==> config.mk <==
export PLATFORM = sky130hd
export DESIGN_NAME = cft_top
export DESIGN_NICKNAME = d
export VERILOG_FILES = /design/src/design/cft_pkg.sv /design/src/design/cft_side_if.sv /design/src/design/cft_trim.sv /design/src/design/cft_side_det.sv /design/src/design/cft_top.sv
export SDC_FILE = /design/constraint.sdc
export NUM_CORES = 1
export LEC_CHECK = 0
export ABC_AREA = 1
export CORE_ASPECT_RATIO = 2
export CORE_MARGIN = 10
export CORE_UTILIZATION = 37
export DETAILED_ROUTE_END_ITERATION = 8
export DONT_BUFFER_PORTS = 1
export GPL_TIMING_DRIVEN = 1
export PLACE_DENSITY = 0.59
export SLEW_MARGIN = 20
export SYNTH_ARGS = -nofsm -noshare
export SYNTH_HDL_FRONTEND = slang
export SYNTH_SLANG_ARGS = --single-unit
==> constraint.sdc <==
create_clock -name clk -period 37.9 [get_ports clk]
set_input_delay 1.895 -clock clk [delete_from_list [all_inputs] [get_ports clk]]
set_output_delay 1.895 -clock clk [all_outputs]
set_load 0.01 [all_outputs]
==> src/design/cft_pkg.sv <==
package cft_pkg;
  localparam int CLK_MHZ      = 50;
  localparam int RESP_W       = 13;
  localparam int FS_CODE      = 1024;
  localparam int CFG_W        = 26;
  localparam int TEMP_W       = 12;
  localparam int QCNT_W       = 10;
  localparam int ADDR_W       = 12;
  // printed offsets are register indexes; byte address is index times four
  localparam logic [ADDR_W-1:0] IDX_CUST0  = 12'h019;
  localparam logic [ADDR_W-1:0] IDX_CUST1  = 12'h01a;
  localparam logic [ADDR_W-1:0] IDX_STATUS = 12'h020;
  localparam logic [ADDR_W-1:0] ADDR_CUST0  = IDX_CUST0 << 2;
  localparam logic [ADDR_W-1:0] ADDR_CUST1  = IDX_CUST1 << 2;
  localparam logic [ADDR_W-1:0] ADDR_STATUS = IDX_STATUS << 2;
  // word 0 fields
  localparam int C0_SNS_LSB = 0;
  localparam int C0_QVO_LSB = 9;
  localparam int TRIM_W     = 9;
  localparam int C0_FDIS    = 19;
  localparam int C0_POL     = 21;
  localparam int C0_OTFDIS  = 22;
  // word 1 fields
  localparam int C1_PTHR_LSB = 0;
  localparam int C1_NTHR_LSB = 7;
  localparam int THR_W       = 7;
  localparam int C1_QUAL_LSB = 18;
  localparam int QUAL_W      = 3;
  localparam int C1_NDIS     = 21;
  localparam int C1_PDIS     = 22;
  localparam int C1_LATCH    = 23;
  localparam int C1_HYST_LSB = 24;
  localparam int HYST_W      = 2;
  // status fields
  localparam int ST_FP_EV   = 0;
  localparam int ST_OT_EV   = 1;
  localparam int ST_OC_EV   = 2;
  localparam int ST_FP_STAT = 8;
  localparam int ST_OT_STAT = 9;
  localparam int ST_OC_STAT = 10;
  localparam int ST_TEMP_LSB = 16;
  localparam logic [CFG_W-1:0] CUST0_RST = 26'h0200000;
  localparam logic [CFG_W-1:0] CUST1_RST = 26'h0000000;
  localparam int THR_MIN_PCT   = 50;
  localparam int THR_MAX_PCT   = 200;
  localparam int THR_CODE_MAX  = 127;
  localparam int HYST_FLOOR_PCT = 25;
  localparam int QUAL_NS [8]  = '{2300, 2900, 5000, 7600, 10100, 12600, 15300, 17900};
  localparam int HYST_PCT [4] = '{11, 22, 42, 75};

  typedef enum logic [1:0] {LD_RESET, LD_COPY, LD_RUN} cft_load_type;

  // least delay rounds up to whole cycles
  function automatic logic [QCNT_W-1:0] cft_qual_cycles(input logic [QUAL_W-1:0] code);
    cft_qual_cycles = QCNT_W'((QUAL_NS[code] * CLK_MHZ + 999) / 1000);
  endfunction

  function automatic logic signed [RESP_W-1:0] cft_thr_level(input logic [THR_W-1:0] code);
    int pct;
    pct = THR_MIN_PCT * THR_CODE_MAX + int'(code) * (THR_MAX_PCT - THR_MIN_PCT);
    cft_thr_level = RESP_W'(pct * FS_CODE / (THR_CODE_MAX * 100));
  endfunction

  function automatic logic signed [RESP_W-1:0] cft_rel_level(input logic [THR_W-1:0] thrCode,
                                                            input logic [HYST_W-1:0] hystCode);
    int thr;
    int hyst;
    int cap;
    thr  = int'(cft_thr_level(thrCode));
    hyst = HYST_PCT[hystCode] * FS_CODE / 100;
    cap  = thr - HYST_FLOOR_PCT * FS_CODE / 100;
    if (hyst > cap) begin
      hyst = cap;
    end
    cft_rel_level = RESP_W'(thr - hyst);
  endfunction
endpackage

==> src/design/cft_side_if.sv <==
`timescale 1ns/1ps
interface cft_side_if;
  import cft_pkg::*;
  logic                     enable;
  logic signed [RESP_W-1:0] level;
  logic signed [RESP_W-1:0] thrLevel;
  logic signed [RESP_W-1:0] relLevel;
  logic [QCNT_W-1:0]        qualCycles;
  logic                     trip;
  modport ctrl (output enable, output level, output thrLevel, output relLevel, output qualCycles, input trip);
  modport det  (input enable, input level, input thrLevel, input relLevel, input qualCycles, output trip);
endinterface

==> src/design/cft_trim.sv <==
`timescale 1ns/1ps
module cft_trim
  import cft_pkg::*;
(
  input  wire logic                     clk,
  input  wire logic                     rst,
  input  wire logic signed [RESP_W-1:0] rawSample,
  input  wire logic [TRIM_W-1:0]        sensFine,
  input  wire logic [TRIM_W-1:0]        qvoTrim,
  input  wire logic                     outDir,
  output logic signed [RESP_W-1:0]      resp,
  output logic signed [RESP_W:0]        analogOutputCode
);
  logic signed [RESP_W-1:0]  dirSample;
  logic signed [TRIM_W+1:0]  gain;
  logic signed [RESP_W+TRIM_W+1:0] prod;

  always_comb begin
    dirSample = outDir ? rawSample : -rawSample;
    gain      = (TRIM_W+2)'(signed'(sensFine)) + (TRIM_W+2)'(1 << TRIM_W);
    prod      = dirSample * gain;
  end

  always_ff @(posedge clk or posedge rst) begin
    if (rst) begin
      resp <= '0;
    end else begin
      resp <= prod[RESP_W+TRIM_W-1:TRIM_W];
    end
  end

  always_ff @(posedge clk or posedge rst) begin
    if (rst) begin
      analogOutputCode <= '0;
    end else begin
      analogOutputCode <= (RESP_W+1)'(resp) + (RESP_W+1)'(signed'(qvoTrim));
    end
  end
endmodule // cft_trim

==> src/design/cft_side_det.sv <==
`timescale 1ns/1ps
module cft_side_det
  import cft_pkg::*;
(
  input  wire logic clk,
  input  wire logic rst,
  cft_side_if.det   side
);
  logic [QCNT_W-1:0] qualCnt_r;
  logic              over;

  assign over = side.enable && (side.level > side.thrLevel);

  always_ff @(posedge clk or posedge rst) begin
    if (rst) begin
      qualCnt_r <= '0;
    end else if (!over) begin
      qualCnt_r <= '0;
    end else if (qualCnt_r != side.qualCycles) begin
      qualCnt_r <= qualCnt_r + 1'b1;
    end
  end

  always_ff @(posedge clk or posedge rst) begin
    if (rst) begin
      side.trip <= 1'b0;
    end else if (!side.enable) begin
      side.trip <= 1'b0;
    end else if (!side.trip && over && qualCnt_r == side.qualCycles - 1'b1) begin
      side.trip <= 1'b1;
    end else if (side.trip && side.level < side.relLevel) begin
      side.trip <= 1'b0;
    end
  end
endmodule // cft_side_det

==> src/design/cft_top.sv <==
`timescale 1ns/1ps
module cft_top
  import cft_pkg::*;
#(
  parameter bit BIDIR = 1'b1
)(
  input  wire logic                     clk,
  input  wire logic                     rst,
  input  wire logic [ADDR_W-1:0]        paddr,
  input  wire logic                     psel,
  input  wire logic                     penable,
  input  wire logic                     pwrite,
  input  wire logic [31:0]              pwdata,
  output logic [31:0]                   prdata,
  output logic                          pready,
  output logic                          pslverr,
  input  wire logic [CFG_W-1:0]         nvmCust0,
  input  wire logic [CFG_W-1:0]         nvmCust1,
  input  wire logic signed [RESP_W-1:0] fieldSample,
  input  wire logic [TEMP_W-1:0]        tempCode,
  input  wire logic                     overTemp,
  output logic signed [RESP_W:0]        analogOutputCode,
  output logic                          faultL
);
  cft_load_type              loadState_r;
  logic [CFG_W-1:0]          cust0_r;
  logic [CFG_W-1:0]          cust1_r;
  logic                      faultHeld_r;
  logic                      ocEv_r;
  logic                      otEv_r;
  logic                      fpEv_r;
  logic [31:0]               rdata_nxt;
  logic                      rdErr_nxt;
  logic                      setup;
  logic                      access;
  logic                      wrCust0;
  logic                      wrCust1;
  logic                      rdStatus;
  logic                      running;
  logic signed [RESP_W-1:0]  resp;
  logic                      ocTrip;
  logic                      otTrip;
  logic                      faultNow;
  logic                      faultActive;

  cft_side_if posSide ();
  cft_side_if negSide ();

  assign setup   = psel && !penable;
  assign access  = psel && penable;
  assign pready  = 1'b1;
  assign wrCust0 = access && pwrite && paddr == ADDR_CUST0;
  assign wrCust1 = access && pwrite && paddr == ADDR_CUST1;
  assign running = loadState_r == LD_RUN;

  // startup copy of non-volatile words into the shadow registers
  always_ff @(posedge clk or posedge rst) begin
    if (rst) begin
      loadState_r <= LD_RESET;
    end else begin
      case (loadState_r)
        LD_RESET: loadState_r <= LD_COPY;
        LD_COPY:  loadState_r <= LD_RUN;
        default:  loadState_r <= LD_RUN;
      endcase
    end
  end

  always_ff @(posedge clk or posedge rst) begin
    if (rst) begin
      cust0_r <= CUST0_RST;
    end else if (loadState_r == LD_COPY) begin
      cust0_r <= nvmCust0;
    end else if (running && wrCust0) begin
      cust0_r <= pwdata[CFG_W-1:0];
    end
  end

  always_ff @(posedge clk or posedge rst) begin
    if (rst) begin
      cust1_r <= CUST1_RST;
    end else if (loadState_r == LD_COPY) begin
      cust1_r <= nvmCust1;
    end else if (running && wrCust1) begin
      cust1_r <= pwdata[CFG_W-1:0];
    end
  end

  cft_trim u_trim (
    .clk              (clk),
    .rst              (rst),
    .rawSample        (fieldSample),
    .sensFine         (cust0_r[C0_SNS_LSB +: TRIM_W]),
    .qvoTrim          (cust0_r[C0_QVO_LSB +: TRIM_W]),
    .outDir           (cust0_r[C0_POL]),
    .resp             (resp),
    .analogOutputCode (analogOutputCode)
  );

  // both sides see the same response each cycle; the negative side sees it negated
  always_comb begin
    posSide.enable     = running && !cust1_r[C1_PDIS];
    posSide.level      = resp;
    posSide.thrLevel   = cft_thr_level(cust1_r[C1_PTHR_LSB +: THR_W]);
    posSide.relLevel   = cft_rel_level(cust1_r[C1_PTHR_LSB +: THR_W], cust1_r[C1_HYST_LSB +: HYST_W]);
    posSide.qualCycles = cft_qual_cycles(cust1_r[C1_QUAL_LSB +: QUAL_W]);
  end

  always_comb begin
    negSide.enable     = running && BIDIR && !cust1_r[C1_NDIS];
    negSide.level      = -resp;
    negSide.thrLevel   = cft_thr_level(cust1_r[C1_NTHR_LSB +: THR_W]);
    negSide.relLevel   = cft_rel_level(cust1_r[C1_NTHR_LSB +: THR_W], cust1_r[C1_HYST_LSB +: HYST_W]);
    negSide.qualCycles = cft_qual_cycles(cust1_r[C1_QUAL_LSB +: QUAL_W]);
  end

  cft_side_det u_pos_det (
    .clk  (clk),
    .rst  (rst),
    .side (posSide.det)
  );

  cft_side_det u_neg_det (
    .clk  (clk),
    .rst  (rst),
    .side (negSide.det)
  );

  assign ocTrip   = posSide.trip || negSide.trip;
  assign otTrip   = running && overTemp && !cust0_r[C0_OTFDIS];
  assign faultNow = !cust0_r[C0_FDIS] && (ocTrip || otTrip);
  assign faultActive = faultNow || faultHeld_r;

  // only a power cycle, seen as reset, clears a held fault
  always_ff @(posedge clk or posedge rst) begin
    if (rst) begin
      faultHeld_r <= 1'b0;
    end else if (cust1_r[C1_LATCH] && faultNow) begin
      faultHeld_r <= 1'b1;
    end
  end

  always_ff @(posedge clk or posedge rst) begin
    if (rst) begin
      faultL <= 1'b1;
    end else begin
      faultL <= !faultActive;
    end
  end

  // read data is prepared in the setup cycle and shown in the access cycle
  always_comb begin
    rdata_nxt = '0;
    rdErr_nxt = 1'b0;
    if (paddr == ADDR_CUST0) begin
      rdata_nxt[CFG_W-1:0] = cust0_r;
    end else if (paddr == ADDR_CUST1) begin
      rdata_nxt[CFG_W-1:0] = cust1_r;
    end else if (paddr == ADDR_STATUS) begin
      rdata_nxt[ST_TEMP_LSB +: TEMP_W] = tempCode;
      rdata_nxt[ST_OC_STAT] = ocTrip;
      rdata_nxt[ST_OT_STAT] = otTrip;
      rdata_nxt[ST_FP_STAT] = !faultL;
      rdata_nxt[ST_OC_EV]   = ocEv_r;
      rdata_nxt[ST_OT_EV]   = otEv_r;
      rdata_nxt[ST_FP_EV]   = fpEv_r;
      rdErr_nxt = pwrite;
    end else begin
      rdErr_nxt = 1'b1;
    end
  end

  always_ff @(posedge clk or posedge rst) begin
    if (rst) begin
      prdata  <= '0;
      pslverr <= 1'b0;
    end else if (setup) begin
      prdata  <= pwrite ? 32'h0000_0000 : rdata_nxt;
      pslverr <= rdErr_nxt;
    end
  end

  assign rdStatus = access && !pwrite && paddr == ADDR_STATUS;

  // events stick until a status read reports them; an event not yet in prdata is kept
  always_ff @(posedge clk or posedge rst) begin
    if (rst) begin
      ocEv_r <= 1'b0;
      otEv_r <= 1'b0;
      fpEv_r <= 1'b0;
    end else begin
      ocEv_r <= ocTrip || (ocEv_r && !(rdStatus && prdata[ST_OC_EV]));
      otEv_r <= otTrip || (otEv_r && !(rdStatus && prdata[ST_OT_EV]));
      fpEv_r <= !faultL || (fpEv_r && !(rdStatus && prdata[ST_FP_EV]));
    end
  end
endmodule // cft_top

---- Yosys cells after proc, flatten, opt, wreduce, memory -nomap -nowiden ----
Memories as Yosys holds them, arrays and structs flattened.
Cells that the tools add are included.
operators by class
  $mul .................................... 4
  add/subtract/negate cells ............... 14
  multiplexer cells ....................... 38
  div/mod/pow operators ................... 4
  bitwise gates (word level) .............. 2
  equal/unequal tests ..................... 13
  $lt $le $gt $ge ......................... 8
  reduce and logical (&&, ||, !) cells .... 51
operator list
  kind                                                                    number
  26-bit two-way mux                                                      5
  32-bit binary-select mux with 2-bit select                              1
  32-bit by 15-bit divider with 32-bit output (second input constant)     2
  32-bit by 14-bit greater-than comparator with 1-bit output              2
  32-bit two-way mux                                                      2
  10-bit two-way mux                                                      5
  22-bit two-way mux                                                      2
  13-bit two-way mux                                                      3
  13-bit by 15-bit adder with 16-bit output (first input constant)        2
  32-bit by 11-bit adder with 32-bit output (second input constant)       1
  32-bit by 11-bit divider with 32-bit output (second input constant)     1
  32-bit by 8-bit divider with 32-bit output (second input constant)      1
  32-bit by 6-bit multiplier with 31-bit output (second input constant)   1
  1-bit logical AND                                                       29
  7-bit by 7-bit multiplier with 14-bit output (second input constant)    2
  28-bit two-way mux                                                      1
  13-bit by 10-bit subtractor with 14-bit output (second input constant)  2
  13-bit greater-than comparator                                          2
  13-bit less-than comparator                                             2
  13-bit negator                                                          2
  13-bit subtractor                                                       2
  12-bit by 7-bit == test with 1-bit output (second input constant)       2
  13-bit by 11-bit multiplier with 22-bit output                          1
  10-bit by 1-bit adder with 10-bit output (second input constant)        2
  other kinds (23)                                                        59
storage, ports and cells
  memories kept ........................... 1
  memory bits (read-only) ................. 256
  flip-flop bits (word level) ............. 141
  input bits .............................. 127
  logic and storage cells ................. 151
memory list
  name              words  bits a word  read ports  clocked after Yosys merged registers in  write ports  line           source
  (name not given)  8      32           1           0                                        0            cft_pkg.sv:55  cft_qual_cycles = QCNT_W'((QUAL_NS[code] * CLK_MHZ + 999) / 1000);

---- Logic depth before layout (Yosys ltp) ----
Gate-level depths: netlist of the first run.
  depth in word-level cells ............... 13
  gate-level depth with buffers ........... 162
  depth with buffers taken out ............ 156

---- Modules after synthesis ----
Synthesis of the first run repeated with hierarchy kept, for this count alone.
second synthesis, totals
  cell total of the unflattened synthesis .. 6,482
  area total of the unflattened synthesis .. 39,218.9 µm²
modules (own cells, without submodules)
  module        instances  area an instance (µm²)  cells each
  cft_top       1          29,288.1                5,088
  cft_trim      1          6,407.4                 836
  cft_side_det  2          1,761.7                 279

---- Worst setup path after synthesis of the first run ----
OpenSTA, ideal clock, no wires.
  path type ............................... reg2reg
  start ................................... register cust1_r[12]
  end ..................................... register u_neg_det.side.trip
  arrival ................................. 17,317 ps
  slack ................................... 20,465 ps
  required time ........................... 37,782 ps
  buffers on the path ..................... 6
  stages on the path, launching flop included .. 148
  path through ............................ dfrtp_1 ha_1 ha_1 ha_1 inv_1 fa_1 inv_1 ha_1 a21oi_2 nor2_1 nor2_1 nand3_1 nand2_1 nand2_1 nor2_4 nor2_4 nor2_2 nand3_2 (+112 left out) nand2_1 a21oi_1 o21bai_1 a21oi_1 o21ai_0 a21o_1 a21oi_1 o21ai_0 a21oi_1 xor2_1 ha_1 nand2_1 nor2_1 o211ai_1 o2111ai_1 xor2_1 nand3b_1 nand2_1
on the way
  word-level cells in the longest chain between the ends .. 10
  elaborated cells on any way between the ends .. 16
  classes of those cells .................. add/sub (3); mul (1); div (1); order compare (3); eq/ne (1); mux (3); reduce/logical (4)
ends and longest elaborated chain
  element                                                     line                source
  from (decl)                                                 cft_top.sv:27       logic [CFG_W-1:0] cust1_r;
  from (signal assigned)                                      cft_top.sv:83       cust1_r <= nvmCust1;
  from (signal assigned)                                      cft_top.sv:85       cust1_r <= pwdata[CFG_W-1:0];
  7-bit by 7-bit multiplier with 14-bit output (*)            cft_pkg.sv:60       pct = THR_MIN_PCT * THR_CODE_MAX + int'(code) * (THR_MAX_PCT - THR_MIN_PCT);
  13-bit by 15-bit adder with 16-bit output (*)               cft_pkg.sv:60
  32-bit by 15-bit divider with 32-bit output (*)             cft_pkg.sv:61       cft_thr_level = RESP_W'(pct * FS_CODE / (THR_CODE_MAX * 100));
  13-bit by 10-bit subtractor with 14-bit output              cft_pkg.sv:71       cap = thr - HYST_FLOOR_PCT * FS_CODE / 100;
  32-bit by 14-bit greater-than comparator with 1-bit output  cft_pkg.sv:72       if (hyst > cap) begin
  13-bit two-way mux                                          cft_pkg.sv:72
  13-bit subtractor                                           cft_pkg.sv:75       cft_rel_level = RESP_W'(thr - hyst);
  13-bit less-than comparator                                 cft_side_det.sv:31  end else if (side.trip && side.level < side.relLevel) begin
  1-bit logical AND                                           cft_side_det.sv:31
  3-bit inequality test (no line)                             n/a
  to (signal assigned)                                        cft_side_det.sv:28  side.trip <= 1'b0;
  to (signal assigned)                                        cft_side_det.sv:30  side.trip <= 1'b1;
  to (signal assigned)                                        cft_side_det.sv:32  side.trip <= 1'b0;
  to (decl)                                                   cft_side_if.sv:11   modport det (input enable, input level, input thrLevel, input relLevel, input qualCycles, output trip);
Every way passes the cells marked *; elsewhere a longest branch is shown, timed or not.
A chain may end at the register's enable or synchronous reset.

---- Worst setup path after layout of the first run ----
  start ................................... register cust1_r[10]
  end ..................................... register u_neg_det.side.trip
Same word-level chain as after synthesis.

==> results of run 1 <==
## path summary, 6_finish.rpt
| kind | end | slack (ns) | start | cells past startpoint |
|---|---|---|---|---|
| max in group asynchronous | cust1_r[21] | 35.07 | rst | 2 |
| worst max-delay path | u_neg_det.side.trip | 15.61 | cust1_r[10] | 138 |
| worst min-delay path | faultL | 0.42 | faultHeld_r | 1 |
| worst max register to register | u_neg_det.side.trip | 15.61 | cust1_r[10] | 138 |
| min in group asynchronous | cust1_r[8] | 1.38 | rst | 1 |
| worst min register to register | faultL | 0.42 | faultHeld_r | 1 |
## cell type report
cell class | count | share of cell area, %
Clock inverter | 12 | 0.3283
Inverter | 1028 | 9.441
Tap cell | 1376 | 4.145
Antenna cell | 4 | 0.02410
Multi-Input combinational cell | 5165 | 76.42
Sequential cell | 137 | 8.263
Clock buffer | 20 | 1.124
Timing Repair Buffer | 14 | 0.2530
## placed cells by master, fill, tap and decap left out, types with 9 or more instances in the layout
cell and instances:
xor2_1 170, fa_1 118, nand2_4 90, ha_1 330, clkinv_2 11, o21a_1 11
o21ai_0 164, nor2_1 522, nand2_8 9, a32o_1 11, buf_4 14, xnor2_1 57
and2_1 9, o211ai_1 32, clkbuf_16 17, nor4_1 19, a22o_1 9, o21bai_1 23
or2_2 13, nor3_1 44, inv_2 74, nand3b_1 39, inv_1 924, a21oi_1 143
nand3_1 669, nor2_4 52, clkinv_1 10, nand2_1 1813, dfrtp_1 134, nand3_4 33
nor2_2 84, nand4_1 141, o21ai_2 18, nand2_2 258, nand3_2 97, inv_6 9
o21ai_1 22, a31oi_1 60
## per-stage QoR
step	hold WS [ns]	std cells	utilization (%)	setup WS, ns	instance area [sq um]
after floorplan	0.3808	6448	-	20.46	40070
after global placement	0.3953	7720	38.10	15.75	40920
after detailed placement	0.4020	7720	38.10	15.61	40920
after CTS	0.4130	7752	38.66	15.53	41530
after global routing	0.4257	7753	38.66	13.52	41530
final	0.4176	7756	38.67	15.61	41540
## worst register-to-register path, delay by kind of cell (launching register included)
kind,cells,cell delay [ns]
AOI/OAI and AO/OA,20,3.23
xor gates and xnor gates,3,0.62
adders and majority gates,12,3.46
buffers and inverters,16,1.70
DFF,1,0.59
and+or+nand+nor,87,12.60
## registers in the layout, indices dropped and copies added, names as in the netlist
| name | count |
|---|---|
| otEv_r | 1 |
| u_neg_det.side.trip | 1 |
| u_neg_det.qualCnt_r | 10 |
| pslverr | 1 |
| fpEv_r | 1 |
| u_pos_det.side.trip | 1 |
| cust1_r | 26 |
| faultL | 1 |
| ocEv_r | 1 |
| cust0_r | 26 |
| prdata | 28 |
| u_trim.resp | 13 |
| u_pos_det.qualCnt_r | 10 |
| loadState_r | 2 |
| faultHeld_r | 1 |
| u_trim.analogOutputCode | 14 |
## cell families after synthesis
family / Yosys count / share of synthesized area (%)
other cells: 2 / 0.01875
flops: 137 / 8.565
xor+xnor: 233 / 5.207
compound gates: 545 / 8.447
fa+ha+maj: 448 / 16.21
simple gates: 3933 / 49.27
buf+inv: 1146 / 12.29
## cells in the mapped netlist, drive strengths merged (60+ instances only)
library cell | instances | area (sq um)
nand2 | 2170 | 9608
inv | 1007 | 3807
nand3 | 799 | 4897
nor2 | 665 | 3208
ha | 330 | 4129
o21ai | 204 | 1089
xor2 | 173 | 1538
a21oi | 156 | 874.6
nand4 | 151 | 1033
dfrtp | 135 | 3378
fa | 118 | 2362
buf | 63 | 737.0
a31oi | 60 | 375.4
xnor2 | 60 | 548.0
## metal layers
layer	vias to the layer above	global-route usage [%]
met5	-	0
met4	0	10.64
met3	294	2.676
met2	825	39.92
met1	18310	19.77
li1	20450	-
==> impl_results.md, run 1 <==
- Status: finished clean
- Worst setup SP type: flop
- Total negative setup slack: 0 ns
- Via count: 39880
- Routed wl met3: 5736 um
- Area added between synthesis and finish: 3.699%
- Crit-path max cell delay: 0.59 ns
- Vias in the first global route: 39580
- Mapped Avg Cell Area: 6.216 sq um
- FILL cells: 11680
- Crit path buffers/inverters: 16
- Routability Congestion: 0.9128
- Total GRT Usage: 20.21%
- Cell mode on critical path: nand2_1
- EDFF count, synth: 0
- Port Buffers: 0
- Critical-path maximum fanout: 20
- Via-to-Cell Ratio: 5.142
- Reg clk slew, reported paths: 0.07 ns
- Clock sink total: 137
- Yosys warnings: 0
- Wire per inst: 16.15 um
- CTS HTree Levels: 4
- DRC viols: 0
- Family with the most delay on the worst path: simple AND/OR/NAND/NOR gates
- 1st-pass router iterations: 8
- Cell variety after synth: 84
- Seq. cell area: 3432 sq um
- Die Height: 485.3 um
- Met2 wire len: 67980 um
- Final worst path period share: 58.80%
- #FFs+latches synth: 137
- Final Hold Vio Count: 0
- Highest metal used: met4
- Dominant synthesized flop cell: dfrtp_1
- Final setup fails: 0
- Worst Hold Class: reg2reg
- Die W: 252.7 um
- WL met1: 45100 um
- Largest net degree at the start of global routing: 71
- Final clock skew: 0.01262 ns
- Asr flop ratio synth: 100.0%
- WS Path Type: reg2reg
- Total gr overflow: 0
- RSZ-0062 raised after global routing: no
- Fin crit period: 22.29 ns
- Fmax: 0.04487 GHz
- CP endpoint kind: flop
- Critical Path AT: 22.67 ns
- Cells after Synth: 6444
- Core area: 107400 sq um
- Post-route ant nets: 0
- Iteration-0 DRC Markers: 1858
- FP Rows: 170
- Share of layout cells above drive strength 1: 13.43%
- Sequential element share of the synthesized area: 8.565%
- Starting density of the core: 37.29%
- TritonCTS clock tree: built
- DIE AREA: 122600 sq um
- Root Buffer: clkbuf_16
- Synthesized area: 40050 sq um
- Post_cts resized: 0
- CP required: 38.28 ns
- Clk_lat worst skew: 0.50 ns
- Slew headroom: 33.44%
- Total CTS buffers: 17
- Setup bufs post-CTS: 0
- Nets@finish: 6938
- Max-slew violation count: 0
- Initial antenna violation count: 6
- Maxcap violations: 0
- Routed wire length: 125200 um
- CTS Hold Bufs: 0
- First-pass GRT wire length: 200500 um
- DPL Wire Length: 108500 um
- IO Pins: 176
- Worst-margin pin slew: 0.9949 ns
- Multi-input gate area: 31740 sq um
- CP max-delay cell: dfrtp_1
- Worst-case clock buffer depth: 2
Power of run 1 is left out: the tool's default activity adds up to more than one toggle a clock period on the data nets, which glitch-free logic cannot reach.
==> inputs of run 2 (changes only) <==
==> constraint.sdc (replaced) <==
create_clock -name clk -period 22.1 [get_ports clk]
set_input_delay 1.105 -clock clk [delete_from_list [all_inputs] [get_ports clk]]
set_output_delay 1.105 -clock clk [all_outputs]
set_load 0.01 [all_outputs]
==> run 2 against run 1 <==
Sequential share of layout area decreased by 0.15 points. Clock-buffer cell count unchanged. Utilization grew 0.73 points. Wire length increased by 1.1%. Global-route usage up 0.074 points. Fmax rose by 9.9%. Final cell count is 0.81% higher. Worst hold slack worse by 0.0052 ns. Critical endpoint unchanged. Largest cell class unchanged.
==> impl_results.md, run 2 (synthesis results as in run 1) <==
- Status: finished clean
- Total gr overflow: 0 (unchanged)
- Commonest non-fill, non-tap cell in the layout: nand2_1
- Worst-case clock buffer depth: 2 (unchanged)
- Reg clk slew, reported paths: 0.07 ns (about the same)
- FP Rows: 170 (unchanged)
- Worst setup SP type: flop
- Root Buffer: clkbuf_16
- Via-to-Cell Ratio: 5.149 (+0.13%)
- Critical-path maximum fanout: 19 (-5.0%)
- Most frequent cells in the layout: nand2_1, inv_1, nand3_1
- Largest net degree at the start of global routing: 75 (+5.6%)
- CP endpoint kind: flop
- IO Pins: 176 (unchanged)
- Post-DP Area: 41040 sq um (+0.29%)
- CTS HTree Levels: 4 (unchanged)
- Largest regs: prdata (28), cust0_r (26), cust1_r (26)
- Largest reg by FF count: prdata
- Final clock skew: 0.009749 ns (-0.002867 ns)
- Starting density of the core: 37.29% (unchanged)
- Total CTS buffers: 17 (unchanged)
- Via count: 40260 (+0.95%)
- Final non-filler cell area: 42320 sq um (+1.9%)
- Final setup fails: 0 (unchanged)
- Clock sink total: 137 (unchanged)
- FILL cells: 11700 (+0.15%)
- Max reg flops: 28 (unchanged)
- CP max-delay cell: dfrtp_2
- Nets@finish: 7004 (+0.95%)
- DPL Wire Length: 109400 um (+0.81%)
- Clk_lat worst skew: 0.49 ns (about the same)
- Max-slew violation count: 0 (unchanged)
- Crit Reg-Reg Startpoint: cust1_r[11]
- Hold path startpoint: faultHeld_r
- Post-route ant nets: 0 (unchanged)
- CP required: 22.47 ns (-15.81 ns)
- Fin crit period: 20.28 ns (-2.005 ns)
- Wire per inst: 16.19 um (+0.28%)
- Area added between synthesis and finish: 5.657%
- Initial antenna violation count: 6 (unchanged)
- Vias in the first global route: 39580 (-0.015%)
- TritonCTS clock tree: built
- Total GRT Usage: 20.28% (+0.074 points)
- WS Path Type: reg2reg
- Crit-path max cell delay: 0.48 ns (-0.11 ns)
- Die Height: 485.3 um (unchanged)
- Fin util: 39.40% (+0.73 points)
- Final worst path period share: 91.77% (+33 points)
- Critical Path AT: 20.66 ns (-2.01 ns)
- Final Hold Vio Count: 0 (unchanged)
- DIE AREA: 122600 sq um (unchanged)
- Worst-margin pin slew: 0.9967 ns (+0.001800 ns)
- Worst Hold Class: reg2reg
- Slew headroom: 33.32% (-0.12 points)
- Seq. cell area: 3433 sq um (about the same)
- Die W: 252.7 um (unchanged)
- Routed wire length: 126600 um (+1.1%)
- Port Buffers: 0 (unchanged)
- Multi-input gate area: 31970 sq um (+0.72%)
- Fmax: 0.04931 GHz (+9.9%)
- Core area: 107400 sq um (unchanged)
- Routability Congestion: 0.9344 (+2.4%)
- Iteration-0 DRC Markers: 1772 (-4.6%)
- DRC viols: 0 (unchanged)
- CP startpoint: cust1_r[11]
- Cell mode on critical path: nand2_1
- First-pass GRT wire length: 201400 um (+0.44%)
- 1st-pass router iterations: 8 (unchanged)
- Maxcap violations: 0 (unchanged)
- Share of layout cells above drive strength 1: 14.56% (+1.1 points)
run 2: changes by cell type in the layout (fill, tap and decap cells not counted), moves of 3 or more:
cell | previous run | this run
o21ai_1 | 22 | 25
nor2_4 | 52 | 55
o21ai_0 | 164 | 159
nand2_8 | 9 | 16
buf_12 | 0 | 6
diode_2 | 4 | 1
nor2_1 | 522 | 518
nand2_4 | 90 | 85
nand4_4 | 3 | 6
nand4_2 | 7 | 4
buf_4 | 14 | 71
nand3_2 | 97 | 101
run 2: final timing paths:
kind,to,cells past startpoint,slack [ns]
max reg2reg,u_neg_det.side.trip,139,1.82
max,u_neg_det.side.trip,139,1.82
min reg2reg,faultL,1,0.41
max in group asynchronous,u_trim.resp[3],2,20.04
min in group asynchronous,cust1_r[8],1,0.58
min,faultL,1,0.41
run 2: worst max-delay path, delay by kind of cell, from the launching register on:
kind	cells	cell delay [ns]
simple gates	86	11.01
fa+ha+maj	12	3.40
compound gates	18	2.57
buf+inv	19	1.94
xor+xnor	4	0.66
flops	1	0.48
run 2: what timing repair did:
action	in CTS	in global routing
hold buffers	0	0
endpoints found under the setup margin	0	2
buffers inserted	0	47
gates resized for setup	0	45
run 2: metal layers:
layer / up-vias / track usage, % / part of all wire (%) / wire length (um)
met5: - / 0 / 0.032 / 40
met4: 6 / 8.773 / 4.2 / 5275
met3: 252 / 3.013 / 4.3 / 5497
met2: 798 / 40.96 / 55 / 70120
met1: 18580 / 19.61 / 36 / 45690
li1: 20620 / - / - / -
run 2: cell type report:
cell class	count	share of cell area (%)
Multi-Input combinational cell	5168	75.54
Inverter	1028	9.286
Sequential cell	137	8.113
Tap cell	1376	4.068
Timing Repair Buffer	77	1.543
Clock buffer	20	1.055
Clock inverter	12	0.3843
Antenna cell	1	0.005913
run 2: stage by stage:
stage,setup TNS [ns],setup slack (ns),hold slack (ns),cells
final,0,1.819,0.4125,7819
after global routing,-0.01969,-0.01969,0.4313,7819
after CTS,0,0.5602,0.4115,7768
after detailed placement,0,0.6223,0.4008,7736
after global placement,0,0.8978,0.3943,7736
after floorplan,0,4.665,0.3808,6448
Power of run 2 is left out for the same reason.
